## config.mk

```make
export PLATFORM = sky130hd
export DESIGN_NAME = hpg_gpio_cmd
export DESIGN_NICKNAME = d
export VERILOG_FILES = /design/src/hpg_pkg.sv /design/src/hpg_text_mem.sv /design/src/hpg_gpio_cmd.sv
export SDC_FILE = /design/constraint.sdc
export NUM_CORES = 1
export LEC_CHECK = 0
export ABC_AREA = 1
export BUFFER_PORTS_ARGS = -buffer_cell sky130_fd_sc_hd__buf_2
export CAP_MARGIN = 0
export CORE_MARGIN = 2
export CORE_UTILIZATION = 47
export CTS_BUF_LIST = sky130_fd_sc_hd__clkbuf_16
export DETAILED_ROUTE_END_ITERATION = 16
export SLEW_MARGIN = 20
export SYNTH_ARGS = -nofsm -noshare
export SYNTH_HDL_FRONTEND = slang
export SYNTH_SLANG_ARGS = --single-unit
export TNS_END_PERCENT = 100
```

## constraint.sdc

```tcl
create_clock -name clk_sys -period 11.4 [get_ports clk_sys]
set_input_delay 1.71 -clock clk_sys [delete_from_list [all_inputs] [get_ports clk_sys]]
set_output_delay 1.71 -clock clk_sys [all_outputs]
set_load 0.02 [all_outputs]
```

## src/hpg_pkg.sv

```systemverilog
package hpg_pkg;
    // Clock and timing
    localparam int unsigned CLK_HZ = 100_000_000;
    localparam int unsigned PWM_HZ = 100;
    localparam int unsigned PWM_STEPS = 100;
    localparam int unsigned SAMPLE_HZ = 32;
    localparam int unsigned PWM_STEP_CYC = CLK_HZ / (PWM_HZ * PWM_STEPS);
    localparam int unsigned SAMPLE_CYC = CLK_HZ / SAMPLE_HZ;
    localparam int unsigned DIV_W = 24;

    // Wishbone word offsets (byte address bits 7:2)
    localparam logic [5:0] OFS_REQ_TYPE = 6'h00;
    localparam logic [5:0] OFS_REQ_DATA = 6'h01;
    localparam logic [5:0] OFS_REQ_EXEC = 6'h02;
    localparam logic [5:0] OFS_RSP_STAT = 6'h03;
    localparam logic [5:0] OFS_RSP_DONE = 6'h04;
    localparam logic [5:0] OFS_BAUD = 6'h05;
    localparam logic [5:0] OFS_BOOT_STORE = 6'h06;
    localparam logic [5:0] OFS_BOOT_SNAP = 6'h07;
    localparam logic [1:0] RSP_WIN = 2'h1;

    // Command types and reply marks
    localparam logic [7:0] CMD_STATUS = 8'h1E;
    localparam logic [7:0] CMD_TEXT = 8'h1F;
    localparam logic [7:0] CMD_BAUD = 8'h21;
    localparam logic [7:0] CMD_PIN_SET = 8'h22;
    localparam logic [7:0] CMD_PIN_READ = 8'h23;
    localparam logic [7:0] RSP_ACK_MARK = 8'h40;
    localparam logic [7:0] RSP_ERR_MARK = 8'hC0;
    localparam logic [7:0] WDOG_RUN_BIT = 8'h08;

    // Lengths and limits
    localparam logic [4:0] LEN_STATUS_RSP = 5'h0F;
    localparam logic [4:0] LEN_PIN_RSP = 5'h04;
    localparam logic [4:0] LEN_TEXT_MIN = 5'h03;
    localparam logic [4:0] LEN_TEXT_MAX = 5'h16;
    localparam logic [4:0] LEN_ONE = 5'h01;
    localparam logic [4:0] LEN_TWO = 5'h02;
    localparam logic [4:0] LEN_THREE = 5'h03;
    localparam logic [7:0] COL_MAX = 8'h13;
    localparam logic [7:0] ROW_MAX = 8'h03;
    localparam logic [6:0] LCD_COLS = 7'h14;
    localparam logic [7:0] BAUD_SEL_MAX = 8'h01;
    localparam logic [7:0] PIN_IDX_MAX = 8'h0C;
    localparam logic [7:0] GPIO_IDX_MAX = 8'h04;
    localparam logic [7:0] PIN_VAL_HIGH = 8'h64;
    localparam logic [6:0] PWM_PH_LAST = 7'h63;
    localparam int unsigned NUM_GPIO = 5;
    localparam int unsigned NUM_PINS = 13;
    localparam int unsigned TEXT_DEPTH = 80;

    // Baud selector values
    localparam logic BAUD_19200 = 1'b0;
    localparam logic BAUD_115200 = 1'b1;

    // Drive modes (function bit is bit 3 of the config nibble)
    localparam logic [2:0] DRV_UP_PD = 3'h0;
    localparam logic [2:0] DRV_PUSH_FAST = 3'h1;
    localparam logic [2:0] DRV_HIZ_IN = 3'h2;
    localparam logic [2:0] DRV_PU_DN = 3'h3;
    localparam logic [2:0] DRV_UP_HIZ = 3'h4;
    localparam logic [2:0] DRV_PUSH_SLOW = 3'h5;
    localparam logic [2:0] DRV_RESERVED = 3'h6;
    localparam logic [2:0] DRV_HIZ_DN = 3'h7;
    localparam int unsigned CFG_FUNC_BIT = 3;
    localparam logic [3:0] CFG_RST = 4'h2;
    localparam logic [7:0] VAL_RST = 8'h00;

    // Reply sequencer states
    typedef enum logic [2:0] {
        RS_IDLE = 3'b001,
        RS_READY = 3'b010,
        RS_BAUD = 3'b100
    } hpg_rsp_state_type;
endpackage

```

## src/hpg_text_mem.sv

```systemverilog
`timescale 1ns/1ps
`default_nettype none
// Character store for the 4x20 display; read data is registered
module hpg_text_mem (
    // Clock
    input wire logic clk_sys,
    // Write port
    input wire logic wr_en,
    input wire logic [6:0] wr_addr,
    input wire logic [7:0] wr_data,
    // Read port
    input wire logic [6:0] rd_addr,
    output logic [7:0] rd_data
);
    logic [7:0] mem_r [0:hpg_pkg::TEXT_DEPTH-1];

    // No reset on the array; the display side tolerates stale text
    always_ff @(posedge clk_sys) begin
        if (wr_en) begin
            mem_r[wr_addr] <= wr_data;
        end
        rd_data <= mem_r[rd_addr];
    end
endmodule // hpg_text_mem
`default_nettype wire

```

## src/hpg_gpio_cmd.sv

```systemverilog
`timescale 1ns/1ps
`default_nettype none
module hpg_gpio_cmd #(
    parameter int unsigned PWM_STEP_CYCLES = hpg_pkg::PWM_STEP_CYC,
    parameter int unsigned SAMPLE_CYCLES = hpg_pkg::SAMPLE_CYC
) (
    // System
    input wire logic clk_sys,
    input wire logic rst,
    // Wishbone slave
    input wire logic wb_cyc_i,
    input wire logic wb_stb_i,
    input wire logic wb_we_i,
    input wire logic [7:0] wb_adr_i,
    input wire logic [3:0] wb_sel_i,
    input wire logic [31:0] wb_dat_i,
    output logic [31:0] wb_dat_o,
    output logic wb_ack_o,
    // Status sources from neighbouring functions
    input wire logic [7:0] rpt_fan_mask,
    input wire logic [31:0] rpt_temp_mask,
    input wire logic [7:0] key_press_mask,
    input wire logic [7:0] key_release_mask,
    input wire logic [7:0] atx_func_mask,
    input wire logic [7:0] wdog_count,
    input wire logic wdog_running,
    input wire logic [31:0] glitch_delay,
    input wire logic [7:0] contrast,
    input wire logic [7:0] backlight,
    // Bidirectional pins
    input wire logic [4:0] gpio_in,
    input wire logic [4:0] dflt_level,
    output logic [4:0] gpio_out,
    output logic [4:0] gpio_oe,
    output logic [4:0] gpio_pu,
    output logic [4:0] gpio_pd,
    output logic [4:0] gpio_slow,
    output logic [4:0] gpio_user,
    // LED dies
    output logic [7:0] output_only_pin,
    // Serial link rate
    output logic baud_sel,
    // Display character read
    input wire logic [6:0] disp_addr,
    output logic [7:0] disp_data
);
    localparam int NG = hpg_pkg::NUM_GPIO;
    localparam int NP = hpg_pkg::NUM_PINS;
    localparam int DW = hpg_pkg::DIV_W;

    logic [7:0] req_type_r, req_b0_r, req_b1_r, req_b2_r;
    logic [4:0] req_cnt_r;
    logic [7:0] pin_val_r [0:NP-1];
    logic [3:0] pin_cfg_r [0:NG-1];
    logic [3:0] snap_cfg_r [0:NG-1];
    logic [NG-1:0] lvl_r, rise_r, fall_r;
    logic [7:0] rsp_type_r, rsp_cmd_r, pr_idx_r, pr_flags_r, pr_val_r, pr_cfg_r;
    logic [4:0] rsp_len_r;
    logic rsp_err_r, baud_pend_r, baud_new_r;
    hpg_pkg::hpg_rsp_state_type rs_r, rs_nxt;
    logic [DW-1:0] pwm_div_r, smp_div_r;
    logic [6:0] pwm_ph_r;

    // Bus decode; every access is answered one cycle after the strobe
    wire bus_req = wb_cyc_i && wb_stb_i && !wb_ack_o;
    wire bus_wr = bus_req && wb_we_i && wb_sel_i[0];
    wire [5:0] wadr = wb_adr_i[7:2];
    wire wr_type = bus_wr && (wadr == hpg_pkg::OFS_REQ_TYPE);
    wire wr_data = bus_wr && (wadr == hpg_pkg::OFS_REQ_DATA);
    wire wr_exec = bus_wr && (wadr == hpg_pkg::OFS_REQ_EXEC);
    wire wr_done = bus_wr && (wadr == hpg_pkg::OFS_RSP_DONE);
    wire wr_store = bus_wr && (wadr == hpg_pkg::OFS_BOOT_STORE);
    wire [7:0] wbyte = wb_dat_i[7:0];

    // Request validation
    wire [4:0] len = req_cnt_r;
    wire is_status = (req_type_r == hpg_pkg::CMD_STATUS);
    wire is_text = (req_type_r == hpg_pkg::CMD_TEXT);
    wire is_baud = (req_type_r == hpg_pkg::CMD_BAUD);
    wire is_set = (req_type_r == hpg_pkg::CMD_PIN_SET);
    wire is_read = (req_type_r == hpg_pkg::CMD_PIN_READ);
    wire set_cfg_ok = (req_b2_r[7:4] == 4'h0) && (req_b2_r[2:0] != hpg_pkg::DRV_RESERVED);
    wire set_len2 = (len == hpg_pkg::LEN_TWO);
    wire set_len3 = (len == hpg_pkg::LEN_THREE) && set_cfg_ok;
    wire set_ok = is_set && (set_len2 || set_len3) && (req_b0_r <= hpg_pkg::PIN_IDX_MAX)
        && (req_b1_r <= hpg_pkg::PIN_VAL_HIGH);
    wire text_ok = is_text && (len >= hpg_pkg::LEN_TEXT_MIN) && (len <= hpg_pkg::LEN_TEXT_MAX)
        && (req_b0_r <= hpg_pkg::COL_MAX) && (req_b1_r <= hpg_pkg::ROW_MAX);
    wire baud_ok = is_baud && (len == hpg_pkg::LEN_ONE) && (req_b0_r <= hpg_pkg::BAUD_SEL_MAX);
    wire read_ok = is_read && (len == hpg_pkg::LEN_ONE) && (req_b0_r <= hpg_pkg::GPIO_IDX_MAX);
    wire status_ok = is_status && (len == 5'h00);
    wire exec_ok = set_ok || text_ok || baud_ok || read_ok || status_ok;
    wire exec_go = wr_exec && (rs_r != hpg_pkg::RS_BAUD);
    wire [2:0] rd_idx = req_b0_r[2:0];

    // Characters stream straight into the store as they arrive
    wire [4:0] txt_k = req_cnt_r - 5'h02;
    wire [7:0] txt_col = req_b0_r + {3'h0, txt_k};
    wire [6:0] txt_addr = 7'(({5'h00, req_b1_r[1:0]} * hpg_pkg::LCD_COLS) + txt_col[6:0]);
    wire txt_wr = wr_data && is_text && (req_cnt_r >= 5'h02) && (req_cnt_r < hpg_pkg::LEN_TEXT_MAX)
        && (req_b0_r <= hpg_pkg::COL_MAX) && (req_b1_r <= hpg_pkg::ROW_MAX)
        && (txt_col <= hpg_pkg::COL_MAX);

    hpg_text_mem u_text (
        .clk_sys(clk_sys),
        .wr_en(txt_wr),
        .wr_addr(txt_addr),
        .wr_data(wbyte),
        .rd_addr(disp_addr),
        .rd_data(disp_data)
    );

    // Request assembly: type write restarts, data write appends
    always_ff @(posedge clk_sys) begin
        if (rst) begin
            req_type_r <= 8'h00;
            req_cnt_r <= 5'h00;
            req_b0_r <= 8'h00;
            req_b1_r <= 8'h00;
            req_b2_r <= 8'h00;
        end else if (wr_type) begin
            req_type_r <= wbyte;
            req_cnt_r <= 5'h00;
        end else if (wr_data) begin
            if (req_cnt_r == 5'h00) req_b0_r <= wbyte;
            if (req_cnt_r == 5'h01) req_b1_r <= wbyte;
            if (req_cnt_r == 5'h02) req_b2_r <= wbyte;
            if (req_cnt_r != 5'h1F) req_cnt_r <= req_cnt_r + 5'h01;
        end
    end

    // Reply sequencer; a rate change holds until the reply has gone out
    always_comb begin
        rs_nxt = rs_r;
        case (rs_r)
            hpg_pkg::RS_IDLE, hpg_pkg::RS_READY: begin
                if (exec_go) rs_nxt = (baud_ok) ? hpg_pkg::RS_BAUD : hpg_pkg::RS_READY;
                else if (wr_done) rs_nxt = hpg_pkg::RS_IDLE;
            end
            hpg_pkg::RS_BAUD: begin
                if (wr_done) rs_nxt = hpg_pkg::RS_IDLE;
            end
            default: rs_nxt = hpg_pkg::RS_IDLE;
        endcase
    end

    // Reply latch and rate switch
    always_ff @(posedge clk_sys) begin
        if (rst) begin
            rs_r <= hpg_pkg::RS_IDLE;
            rsp_type_r <= 8'h00;
            rsp_cmd_r <= 8'h00;
            rsp_len_r <= 5'h00;
            rsp_err_r <= 1'b0;
            baud_new_r <= hpg_pkg::BAUD_115200;
            baud_sel <= hpg_pkg::BAUD_115200;
        end else begin
            rs_r <= rs_nxt;
            if (exec_go) begin
                rsp_type_r <= req_type_r | (exec_ok ? hpg_pkg::RSP_ACK_MARK : hpg_pkg::RSP_ERR_MARK);
                rsp_cmd_r <= req_type_r;
                rsp_err_r <= !exec_ok;
                rsp_len_r <= status_ok ? hpg_pkg::LEN_STATUS_RSP :
                    (read_ok ? hpg_pkg::LEN_PIN_RSP : 5'h00);
                if (baud_ok) baud_new_r <= req_b0_r[0];
            end
            if ((rs_r == hpg_pkg::RS_BAUD) && wr_done) baud_sel <= baud_new_r;
        end
    end
    assign baud_pend_r = (rs_r == hpg_pkg::RS_BAUD);

    // PWM phase 0..99 and the 32 Hz sample strobe
    wire pwm_step = (pwm_div_r == DW'(PWM_STEP_CYCLES - 1));
    wire smp_tick = (smp_div_r == DW'(SAMPLE_CYCLES - 1));
    always_ff @(posedge clk_sys) begin
        if (rst) begin
            pwm_div_r <= '0;
            pwm_ph_r <= 7'h00;
            smp_div_r <= '0;
        end else begin
            pwm_div_r <= pwm_step ? '0 : pwm_div_r + DW'(1);
            if (pwm_step) pwm_ph_r <= (pwm_ph_r == hpg_pkg::PWM_PH_LAST) ? 7'h00 : pwm_ph_r + 7'h01;
            smp_div_r <= smp_tick ? '0 : smp_div_r + DW'(1);
        end
    end

    // Per-pin value store; pins 5..12 drive the LED dies
    genvar gi;
    generate
        for (gi = 0; gi < NP; gi++) begin : g_pin
            wire lvl = (pin_val_r[gi] >= hpg_pkg::PIN_VAL_HIGH) ||
                ((pin_val_r[gi] != 8'h00) && ({1'b0, pwm_ph_r} < pin_val_r[gi]));
            // value written on every accepted set
            always_ff @(posedge clk_sys) begin
                if (rst) begin
                    pin_val_r[gi] <= hpg_pkg::VAL_RST;
                end else if (exec_go && set_ok && (req_b0_r == 8'(gi))) begin
                    pin_val_r[gi] <= req_b1_r;
                end
            end
            if (gi >= NG) begin : g_gpo
                always_ff @(posedge clk_sys) begin
                    if (rst) output_only_pin[gi-NG] <= 1'b0;
                    else output_only_pin[gi-NG] <= lvl;
                end
            end else begin : g_gpio
                wire [2:0] mode = pin_cfg_r[gi][2:0];
                wire user = pin_cfg_r[gi][hpg_pkg::CFG_FUNC_BIT];
                wire lv = user ? lvl : dflt_level[gi];
                wire drv_hi = lv && ((mode == hpg_pkg::DRV_UP_PD) || (mode == hpg_pkg::DRV_PUSH_FAST)
                    || (mode == hpg_pkg::DRV_UP_HIZ) || (mode == hpg_pkg::DRV_PUSH_SLOW));
                wire drv_lo = !lv && ((mode == hpg_pkg::DRV_PUSH_FAST) || (mode == hpg_pkg::DRV_PU_DN)
                    || (mode == hpg_pkg::DRV_PUSH_SLOW) || (mode == hpg_pkg::DRV_HIZ_DN));
                wire pu = lv && (mode == hpg_pkg::DRV_PU_DN);
                wire pd = !lv && (mode == hpg_pkg::DRV_UP_PD);
                wire slow = (mode == hpg_pkg::DRV_UP_HIZ) || (mode == hpg_pkg::DRV_PUSH_SLOW)
                    || (mode == hpg_pkg::DRV_HIZ_DN);
                wire hit = exec_go && read_ok && (rd_idx == 3'(gi));
                always_ff @(posedge clk_sys) begin
                    if (rst) begin
                        pin_cfg_r[gi] <= hpg_pkg::CFG_RST;
                        snap_cfg_r[gi] <= hpg_pkg::CFG_RST;
                        gpio_out[gi] <= 1'b0;
                        gpio_oe[gi] <= 1'b0;
                        gpio_pu[gi] <= 1'b0;
                        gpio_pd[gi] <= 1'b0;
                        gpio_slow[gi] <= 1'b0;
                        gpio_user[gi] <= 1'b0;
                    end else begin
                        if (exec_go && set_ok && set_len3 && (req_b0_r == 8'(gi))) begin
                            pin_cfg_r[gi] <= req_b2_r[3:0];
                        end
                        if (wr_store) snap_cfg_r[gi] <= pin_cfg_r[gi];
                        gpio_out[gi] <= drv_hi;
                        gpio_oe[gi] <= drv_hi || drv_lo;
                        gpio_pu[gi] <= pu;
                        gpio_pd[gi] <= pd;
                        gpio_slow[gi] <= slow;
                        gpio_user[gi] <= user;
                    end
                end
                // Edge records; a sample in the query cycle survives the clear
                always_ff @(posedge clk_sys) begin
                    if (rst) begin
                        lvl_r[gi] <= 1'b0;
                        rise_r[gi] <= 1'b0;
                        fall_r[gi] <= 1'b0;
                    end else begin
                        if (smp_tick) lvl_r[gi] <= gpio_in[gi];
                        rise_r[gi] <= (smp_tick && gpio_in[gi] && !lvl_r[gi]) || (rise_r[gi] && !hit);
                        fall_r[gi] <= (smp_tick && !gpio_in[gi] && lvl_r[gi]) || (fall_r[gi] && !hit);
                    end
                end
            end
        end
    endgenerate

    // Pin read reply captured at execution, before the records clear
    always_ff @(posedge clk_sys) begin
        if (rst) begin
            pr_idx_r <= 8'h00;
            pr_flags_r <= 8'h00;
            pr_val_r <= 8'h00;
            pr_cfg_r <= 8'h00;
        end else if (exec_go && read_ok) begin
            pr_idx_r <= req_b0_r;
            pr_flags_r <= {5'h00, rise_r[rd_idx], fall_r[rd_idx], lvl_r[rd_idx]};
            pr_val_r <= pin_val_r[rd_idx];
            pr_cfg_r <= {4'h0, pin_cfg_r[rd_idx]};
        end
    end

    // Reply byte selection; status bytes read live from their sources
    wire [3:0] ri = wb_adr_i[5:2];
    logic [7:0] st_byte;
    always_comb begin
        case (ri)
            4'h0: st_byte = rpt_fan_mask;
            4'h1: st_byte = rpt_temp_mask[7:0];
            4'h2: st_byte = rpt_temp_mask[15:8];
            4'h3: st_byte = rpt_temp_mask[23:16];
            4'h4: st_byte = rpt_temp_mask[31:24];
            4'h5: st_byte = key_press_mask;
            4'h6: st_byte = key_release_mask;
            4'h7: st_byte = atx_func_mask | (wdog_running ? hpg_pkg::WDOG_RUN_BIT : 8'h00);
            4'h8: st_byte = wdog_count;
            4'h9: st_byte = glitch_delay[7:0];
            4'hA: st_byte = glitch_delay[15:8];
            4'hB: st_byte = glitch_delay[23:16];
            4'hC: st_byte = glitch_delay[31:24];
            4'hD: st_byte = contrast;
            4'hE: st_byte = backlight;
            default: st_byte = 8'h00;
        endcase
    end
    wire [7:0] pr_byte = (ri == 4'h0) ? pr_idx_r : (ri == 4'h1) ? pr_flags_r :
        (ri == 4'h2) ? pr_val_r : (ri == 4'h3) ? pr_cfg_r : 8'h00;
    wire rsp_live = (rs_r != hpg_pkg::RS_IDLE) && ({1'b0, ri} < rsp_len_r);
    wire [7:0] rsp_byte = !rsp_live ? 8'h00 :
        (rsp_cmd_r == hpg_pkg::CMD_STATUS) ? st_byte : pr_byte;
    wire [31:0] snap_word = {16'h0000, snap_cfg_r[3], snap_cfg_r[2], snap_cfg_r[1], snap_cfg_r[0]};
    wire [31:0] rd_mux =
        (wb_adr_i[7:6] == hpg_pkg::RSP_WIN) ? {24'h0000_00, rsp_byte} :
        (wadr == hpg_pkg::OFS_REQ_TYPE) ? {24'h0000_00, req_type_r} :
        (wadr == hpg_pkg::OFS_REQ_DATA) ? {27'h000_0000, req_cnt_r} :
        (wadr == hpg_pkg::OFS_RSP_STAT) ? {8'h00, 3'h0, rsp_len_r, rsp_type_r,
            5'h00, baud_pend_r, rsp_err_r, rs_r != hpg_pkg::RS_IDLE} :
        (wadr == hpg_pkg::OFS_BAUD) ? {30'h0000_0000, baud_pend_r, baud_sel} :
        (wadr == hpg_pkg::OFS_BOOT_SNAP) ? (snap_word | {12'h000, snap_cfg_r[4], 16'h0000}) :
        32'h0000_0000;

    // Bus answer: ack one cycle after the strobe, dropped the next
    always_ff @(posedge clk_sys) begin
        if (rst) begin
            wb_ack_o <= 1'b0;
            wb_dat_o <= 32'h0000_0000;
        end else begin
            wb_ack_o <= bus_req;
            wb_dat_o <= (bus_req && !wb_we_i) ? rd_mux : 32'h0000_0000;
        end
    end
endmodule // hpg_gpio_cmd
`default_nettype wire

```

==> impl_metrics.tcl, run 1 <==
set metrics [dict create \
    min_period_ns 4.962 \
    synth-seq-cells 999 \
    avgSynthCellArea_um2 9.729 \
    ir_drop_v 0.0001221 \
    antenna_found_initial 0 \
    dieArea_um2 98530 \
    clock-sinks 999 \
    fin_setup_tns_ns 0 \
    overflow 0 \
    final_max_slew_viol_count 0 \
    grt_util_all_layers_pct 24.78 \
    core-area_um2 95150 \
    route.antenna.remaining_nets 0 \
    syn2layout_area_growth_pct 12.31 \
    post_cts_buffers 0 \
    cp-end-kind "register" \
    path_class "reg2reg" \
    critPathBufInv 4 \
    nNetsFinal 5099 \
    start_util_pct 47.43 \
    r2r_start "len[1]" \
    placed_cell_area_um2 47270 \
    min_path_type "reg2reg" \
    ctsHoldBuffers 0 \
    rsz0062_at_grt "false" \
    seq_area_frac_synth_pct 61.70 \
    worstPathMaxFanout 9 \
    start_kind "register" \
    final_cell_area_um2 50690 \
    drv_cap 0 \
    hp-start "pr_idx_r[4]" \
    worstPathArrival_ns 5.27 \
    dr.first_iter.drc_count 3135 \
    ys_types 57 \
    grt_pass1_wl_um 188600 \
    worst_path_dominant_cell_family "simple AND/OR/NAND/NOR gates" \
    vias 33650 \
    hold_violations 0 \
    htree_levels 3 \
    pin_count 267 \
    r2r_slack_ns 6.44 \
    finalWirelength_um 123400 \
    cpMostUsedCell "inv_1" \
    place_congestion 0.8982 \
    leakage_nw 19.24 \
    fin_crit_sh_pct 43.52 \
    whs_path_depth 2 \
    outcome "finished, final reports clean" \
    numCtsBuffers 106 \
    slew_headroom_pct 28.12 \
    dr.pass1.iters 5 \
    drive_above_1_share_pct 10.06 \
    worst_path_max_delay_cell "nor2_1" \
    r2r-end "u_text.mem_r[75][1]" \
    synthArstFlopShare_pct 0 \
    wl_per_cell_um 20.02 \
    die_w_um 313.9 \
    yosysWarnings 0 \
    setup_viol 0 \
    clk_path_buf_depth 3 \
    place_hpwl_um 76650 \
    finalClockSkew_ns 0.02595 \
    synth-edff-count 784 \
    r2r_cells 16 \
    worstSkewPairLatency_ns 0.70 \
    viasPerCell 5.460 \
    syn_inst 4639 \
    cts_resized 0 \
    ys.flop_type "edfxtp_1" \
    clk_pin_slew_ns 0.06 \
    cts_root_buf "clkbuf_16" \
    holdWs_ns 0.4347 \
    grt_pass1_vias 32290 \
    required_ns 11.71 \
    io_buffers 225 \
    max_freq_mhz 201.5 \
    cts_tree "built" \
    diodes 0 \
    power.density_nw_per_um2 153.4 \
    tightest_slew_ns 1.078 \
    drc 0 \
    worstPathCellList "inv_1 > ha_1 > inv_1 > ha_1 > nand3_1 > nand2_1 > nand2_1 > o21ai_1 > nand2_1 > nand2_2 > inv_1 > ha_1 > inv_1 > xor2_1 > nand3_1 > nor2_1" \
    die_y_um 313.9 \
    slowest_delay_ns 0.83 \
    rows 113 \
    whs_endpoint "pr_idx_r[4]" \
    grt_max_degree 110 \
    netlist_area_um2 45130 \
]
-- power by group --
part / switching (mW) / total [mW] / internal [mW] / leakage (nW)
clock: 1.45 / 3.38 / 1.93 / 1.79
sequential: 0.0157 / 3.97 / 3.95 / 8.93
combinational: 0.313 / 0.426 / 0.113 / 8.52
total: 1.78 / 7.77 / 6.00 / 19.2
-- state kept, by name, summed over array words and instances (netlist names), 20 cells and up --
register and cells:
snap_cfg_r 20, wb_dat_o 20, smp_div_r 24, pin_cfg_r 20, u_text.mem_r 640, pwm_div_r 24
pin_val_r 104
-- worst max-delay path by stage --
stage	start	slack, ns	depth (start not counted)	endpoint
final	len[1]	6.44	16	u_text.mem_r[75][1]
after global routing	len[1]	5.96	21	u_text.mem_r[49][4]
after CTS	len[1]	6.42	21	u_text.mem_r[51][4]
after detailed placement	disp_addr[0]	6.13	14	u_text.rd_data[2]
after global placement	disp_addr[0]	6.14	14	u_text.rd_data[2]
after floorplan	len[1]	7.51	21	u_text.mem_r[0][0]
-- synthesized netlist by cell type, drive strengths merged, types with 5 or more instances --
cell / number / area [um2]
nand3b: 9 / 67.56
clkbuf: 112 / 421.7
nand3: 628 / 3201
buf: 104 / 511.7
xnor2: 7 / 61.31
edfxtp: 784 / 23540
or2: 24 / 150.1
a31oi: 14 / 87.58
dfxtp: 215 / 4304
o21ai: 196 / 980.9
o221ai: 13 / 113.9
o211ai: 16 / 120.1
inv: 334 / 1254
and3: 7 / 43.79
nor3b: 7 / 52.55
nor2: 493 / 1952
xor2: 13 / 113.9
a21oi: 159 / 795.8
a21o: 10 / 75.07
o22ai: 44 / 275.3
nor4: 16 / 100.1
nor3: 51 / 270.3
a211oi: 11 / 82.58
nand2: 1161 / 4373
a22oi: 17 / 127.6
nand4: 60 / 508.0
ha: 102 / 1276
a2bb2oi: 5 / 43.79
-- placed cells by master (no fill, tap or decap), types with 16 or more instances in the layout --
cell	netlist	layout
inv_2	24	21
dfxtp_1	215	215
o21ai_0	168	164
inv_1	310	342
buf_4	14	38
clkbuf_16	0	107
nand3_1	618	618
a22oi_1	17	17
a21oi_1	159	159
ha_1	102	102
o21ai_1	28	32
conb_1	1	25
edfxtp_1	784	784
o211ai_1	16	16
nor3_1	48	47
nand2_1	1155	1155
buf_2	55	214
clkinv_2	0	18
nor4_1	16	16
nor2_1	472	471
clkinv_1	4	21
nand4_1	50	50
o22ai_1	44	44
-- cells by family (layout without fill, tap and decap cells) --
family,after synthesis,count (layout),synth area share [%]
buf+inv,554,790,4.879
fa+ha+maj,104,104,2.916
other cells,1,25,0.008308
simple gates,2458,2458,23.78
compound gates,503,503,6.332
xor+xnor,20,20,0.3881
flops,999,999,61.70
-- worst min-delay path, stage by stage (launching register included) --
cell and delay, ns:
dfxtp_1 0.31, inv_1 0.05, nor3_1 0.04
-- layer usage --
layer | vias to the layer above | wire (um) | track usage, %
met5 | - | 0 | 0
met1 | 16080 | 53430 | 33.70
met2 | 1059 | 59270 | 41.28
li1 | 16270 | - | -
met4 | 0 | 3852 | 8.101
met3 | 243 | 6875 | 3.140
-- per-stage QoR --
stage	std cells	setup slack, ns	power [mW]	util (%)
floorplan	4663	7.506	4.286	-
global placement	5965	6.135	4.463	49.67
detailed placement	5965	6.131	4.468	49.67
CTS	6164	6.424	7.822	53.26
global route	6164	5.962	8.015	53.27
finish	6164	6.438	7.774	53.27
-- final cells by class --
type	count	area, um2
clock buffers	107	2678
clock inverters	92	739.5
fillers	8651	44460
inverters	338	1284
multi-input cells	3110	15190
flip-flops and latches	999	27850
well taps	1265	1583
repair buffers	253	1371
No activity file was read; power rests on OpenSTA's default activity.
==> run 2: changes to the inputs <==
--- a/config.mk
+++ b/config.mk
@@ -5,7 +5,7 @@
 export SDC_FILE = /design/constraint.sdc
 export NUM_CORES = 1
 export LEC_CHECK = 0
-export ABC_AREA = 1
+export ABC_AREA = 0
 export BUFFER_PORTS_ARGS = -buffer_cell sky130_fd_sc_hd__buf_2
 export CAP_MARGIN = 0
 export CORE_MARGIN = 2
==> constraint.sdc (replaced) <==
create_clock -name clk_sys -period 5.1 [get_ports clk_sys]
set_input_delay 0.765 -clock clk_sys [delete_from_list [all_inputs] [get_ports clk_sys]]
set_output_delay 0.765 -clock clk_sys [all_outputs]
set_load 0.02 [all_outputs]
==> run 2 against run 1 <==
  * Cell count shrank 25%
  * Core utilization grew 1.5 points
  * Register-to-register slack lost 6.2 ns
  * Power increased by 130%
  * Wire length down 3.5%
  * Clock power rose by 130%
  * Final area down 0.97%
==> impl_metrics.tcl, run 2 <==
set metrics [dict create \
    dr.pass1.iters 6 \
    setup_viol 0 \
    dr.first_iter.drc_count 2883 \
    final_max_slew_viol_count 0 \
    htree_levels 3 \
    required_ns 5.49 \
    clock-sinks 999 \
    worstPathMaxFanout 10 \
    finalClockSkew_ns 0.02082 \
    drc 0 \
    wl_per_cell_um 25.68 \
    layout_common_cells "edfxtp_1 (784), nor2_1 (250), buf_2 (221)" \
    syn2layout_area_growth_pct 15.31 \
    ys_types 84 \
    holdWs_ns 0.3772 \
    synth-edff-count 784 \
    avgSynthCellArea_um2 14.33 \
    dieArea_um2 95080 \
    die_w_um 308.3 \
    synth_top_cell_area_share_pct 54.08 \
    grt_pass1_wl_um 177900 \
    start_kind "register" \
    clk_path_buf_depth 3 \
    largest_reg_flops 640 \
    ys.flop_type "edfxtp_1" \
    drv_cap 0 \
    fin_total_pwr_mw 17.64 \
    synth_top_area_cell "edfxtp_1" \
    ir_drop_v 0.0002953 \
    worstPathArrival_ns 5.29 \
    yosysMostFrequentCell "edfxtp_1" \
    layout_commonest_cell "edfxtp_1" \
    viasPerCell 6.034 \
    place_congestion 0.9552 \
    cts_resized 0 \
    slew_headroom_pct 23.51 \
    overflow 0 \
    worst_path_dominant_cell_family "simple AND/OR/NAND/NOR gates" \
    fin_setup_tns_ns 0 \
    place_hpwl_um 79350 \
    fin_crit_sh_pct 96.18 \
    outcome "finished, final reports clean" \
    critPathBufInv 3 \
    worst_path_max_delay_cell "or4b_1" \
    min_period_ns 4.905 \
    pin_count 267 \
    leakage_nw 17.92 \
    worstPathCellList "inv_1 > ha_1 > inv_1 > ha_1 > nor2b_1 > o21a_1 > or3_1 > and2_1 > ha_1 > nor2b_1 > o21a_1 > or3_1 > o211a_1 > or4b_1 > nor3_1 > buf_4" \
    post_cts_buffers 0 \
    numCtsBuffers 104 \
    stdcell_count 4640 \
    min_path_type "in2reg" \
    io_buffers 225 \
    seq_area_frac_synth_pct 63.97 \
    start_util_pct 47.49 \
    grt_pass1_vias 28080 \
    cts_root_buf "clkbuf_16" \
    core-area_um2 91660 \
    tightest_slew_ns 1.146 \
    yosysWarnings 0 \
    vias 28000 \
    rows 111 \
    synthTopCellsByArea "edfxtp_1 (54%), dfxtp_1 (9.9%), mux4_2 (9.7%), ha_1 (2.9%), mux2i_1 (2.2%)" \
    finalWirelength_um 119100 \
    fin_util_pct 54.77 \
    path_class "reg2reg" \
    clk_pin_slew_ns 0.06 \
    syn_inst 3039 \
    power.density_nw_per_um2 351.3 \
    rsz0062_at_grt "true" \
    synthArstFlopShare_pct 0 \
    die_y_um 308.3 \
    place_inst 4441 \
    hold_violations 0 \
    yosys-top-cells-count "edfxtp_1 (784), nor2_1 (251), dfxtp_1 (215), mux4_2 (187), nand2_1 (173)" \
    synth-seq-cells 999 \
    drive_above_1_share_pct 22.13 \
    max_freq_mhz 203.9 \
    top_regs "u_text.mem_r: 640 flops, pin_val_r: 104 flops" \
    grt_max_degree 71 \
    worstSkewPairLatency_ns 0.68 \
    nNetsFinal 3652 \
    regMostFlops "u_text.mem_r" \
    cpMostUsedCell "ha_1" \
    grt_util_all_layers_pct 24.95 \
    slowest_delay_ns 0.76 \
    netlist_area_um2 43530 \
    antenna_found_initial 1 \
    route.antenna.remaining_nets 0 \
    cts_tree "built" \
    cp-end-kind "register" \
]
run 2: changes by cell type in the layout (fill, tap and decap cells not counted), sizes merged, moves of 26 or more:
cell    before  now
nand2b       0   40
nor3        51  118
nand2     1161  173
nand3      628   65
mux4         0  187
o21ai      196   55
a311oi       1   27
buf        253  367
and3         7   43
inv        370  132
mux2i        0   95
nor2       493  252
a21oi      159   81
run 2: layer usage:
layer | wire length, um | GRT usage (%) | up-vias
li1 | - | - | 12400
met1 | 50890 | 34.73 | 14210
met2 | 56540 | 40.26 | 1178
met3 | 8045 | 4.198 | 203
met4 | 3658 | 7.816 | 0
met5 | 0 | 0 | -
run 2: what timing repair did:
action	4_1_cts	5_1_grt
setup endpoints to repair	0	139
hold buffers	0	0
hold endpoints to repair	0	0
run 2: worst reg2reg max path: stages, from the launching register on:
cell     delay, ns
dfxtp_1       0.50
inv_1         0.14
ha_1          0.30
inv_1         0.04
ha_1          0.30
nor2b_1       0.15
o21a_1        0.19
or3_1         0.32
and2_1        0.17
ha_1          0.34
nor2b_1       0.16
o21a_1        0.17
or3_1         0.34
o211a_1       0.23
or4b_1        0.76
nor3_1        0.29
buf_4         0.21
run 2: layout make-up:
class | count | area (um2)
diodes | 2 | 5.005
clock buffers | 106 | 2653
clock inverters | 91 | 895.9
fillers | 7421 | 41460
inverters | 105 | 394.1
multi-input cells | 1784 | 14660
flip-flops and latches | 999 | 27850
well taps | 1186 | 1484
repair buffers | 367 | 2263
run 2: power by group:
group / internal [mW] / leakage [nW] / switching (mW) / total [mW]
sequential: 8.86 / 8.87 / 0.0714 / 8.93
combinational: 0.333 / 7.27 / 0.583 / 0.916
clock: 4.56 / 1.78 / 3.23 / 7.79
total: 13.7 / 17.9 / 3.89 / 17.6
run 2: logic make-up (layout without fill, tap and decap cells):
group	count (synthesis)	count (layout)	synth area share, %
flip-flops	999	999	63.97
AND/OR/NAND/NOR	884	884	10.40
AO/OA/AOI/OAI	425	425	6.745
multiplexers	291	291	12.09
buffers and inverters	280	669	2.664
adder cells (fa/ha/maj)	104	104	3.024
XOR/XNOR	55	55	1.107
other	1	27	0.008614
run 2: final timing paths:
path                                   start             endpoint  slack, ns  cells past startpoint
worst max register to register        len[2]  u_text.mem_r[66][7]       0.19                     16
worst max-delay path                  len[2]  u_text.mem_r[66][7]       0.19                     16
worst min-delay path              gpio_in[3]             lvl_r[3]       0.38                      3
worst min register to register  smp_div_r[0]         smp_div_r[0]       0.45                      1
run 2: per-stage QoR:
stage	cell area, um2	setup slack (ns)
after global routing	50200	-0.09676
after CTS	50190	0.2121
final	50200	0.1946
after global placement	46640	0.3199
after detailed placement	46640	0.2574
after floorplan	43620	0.2584
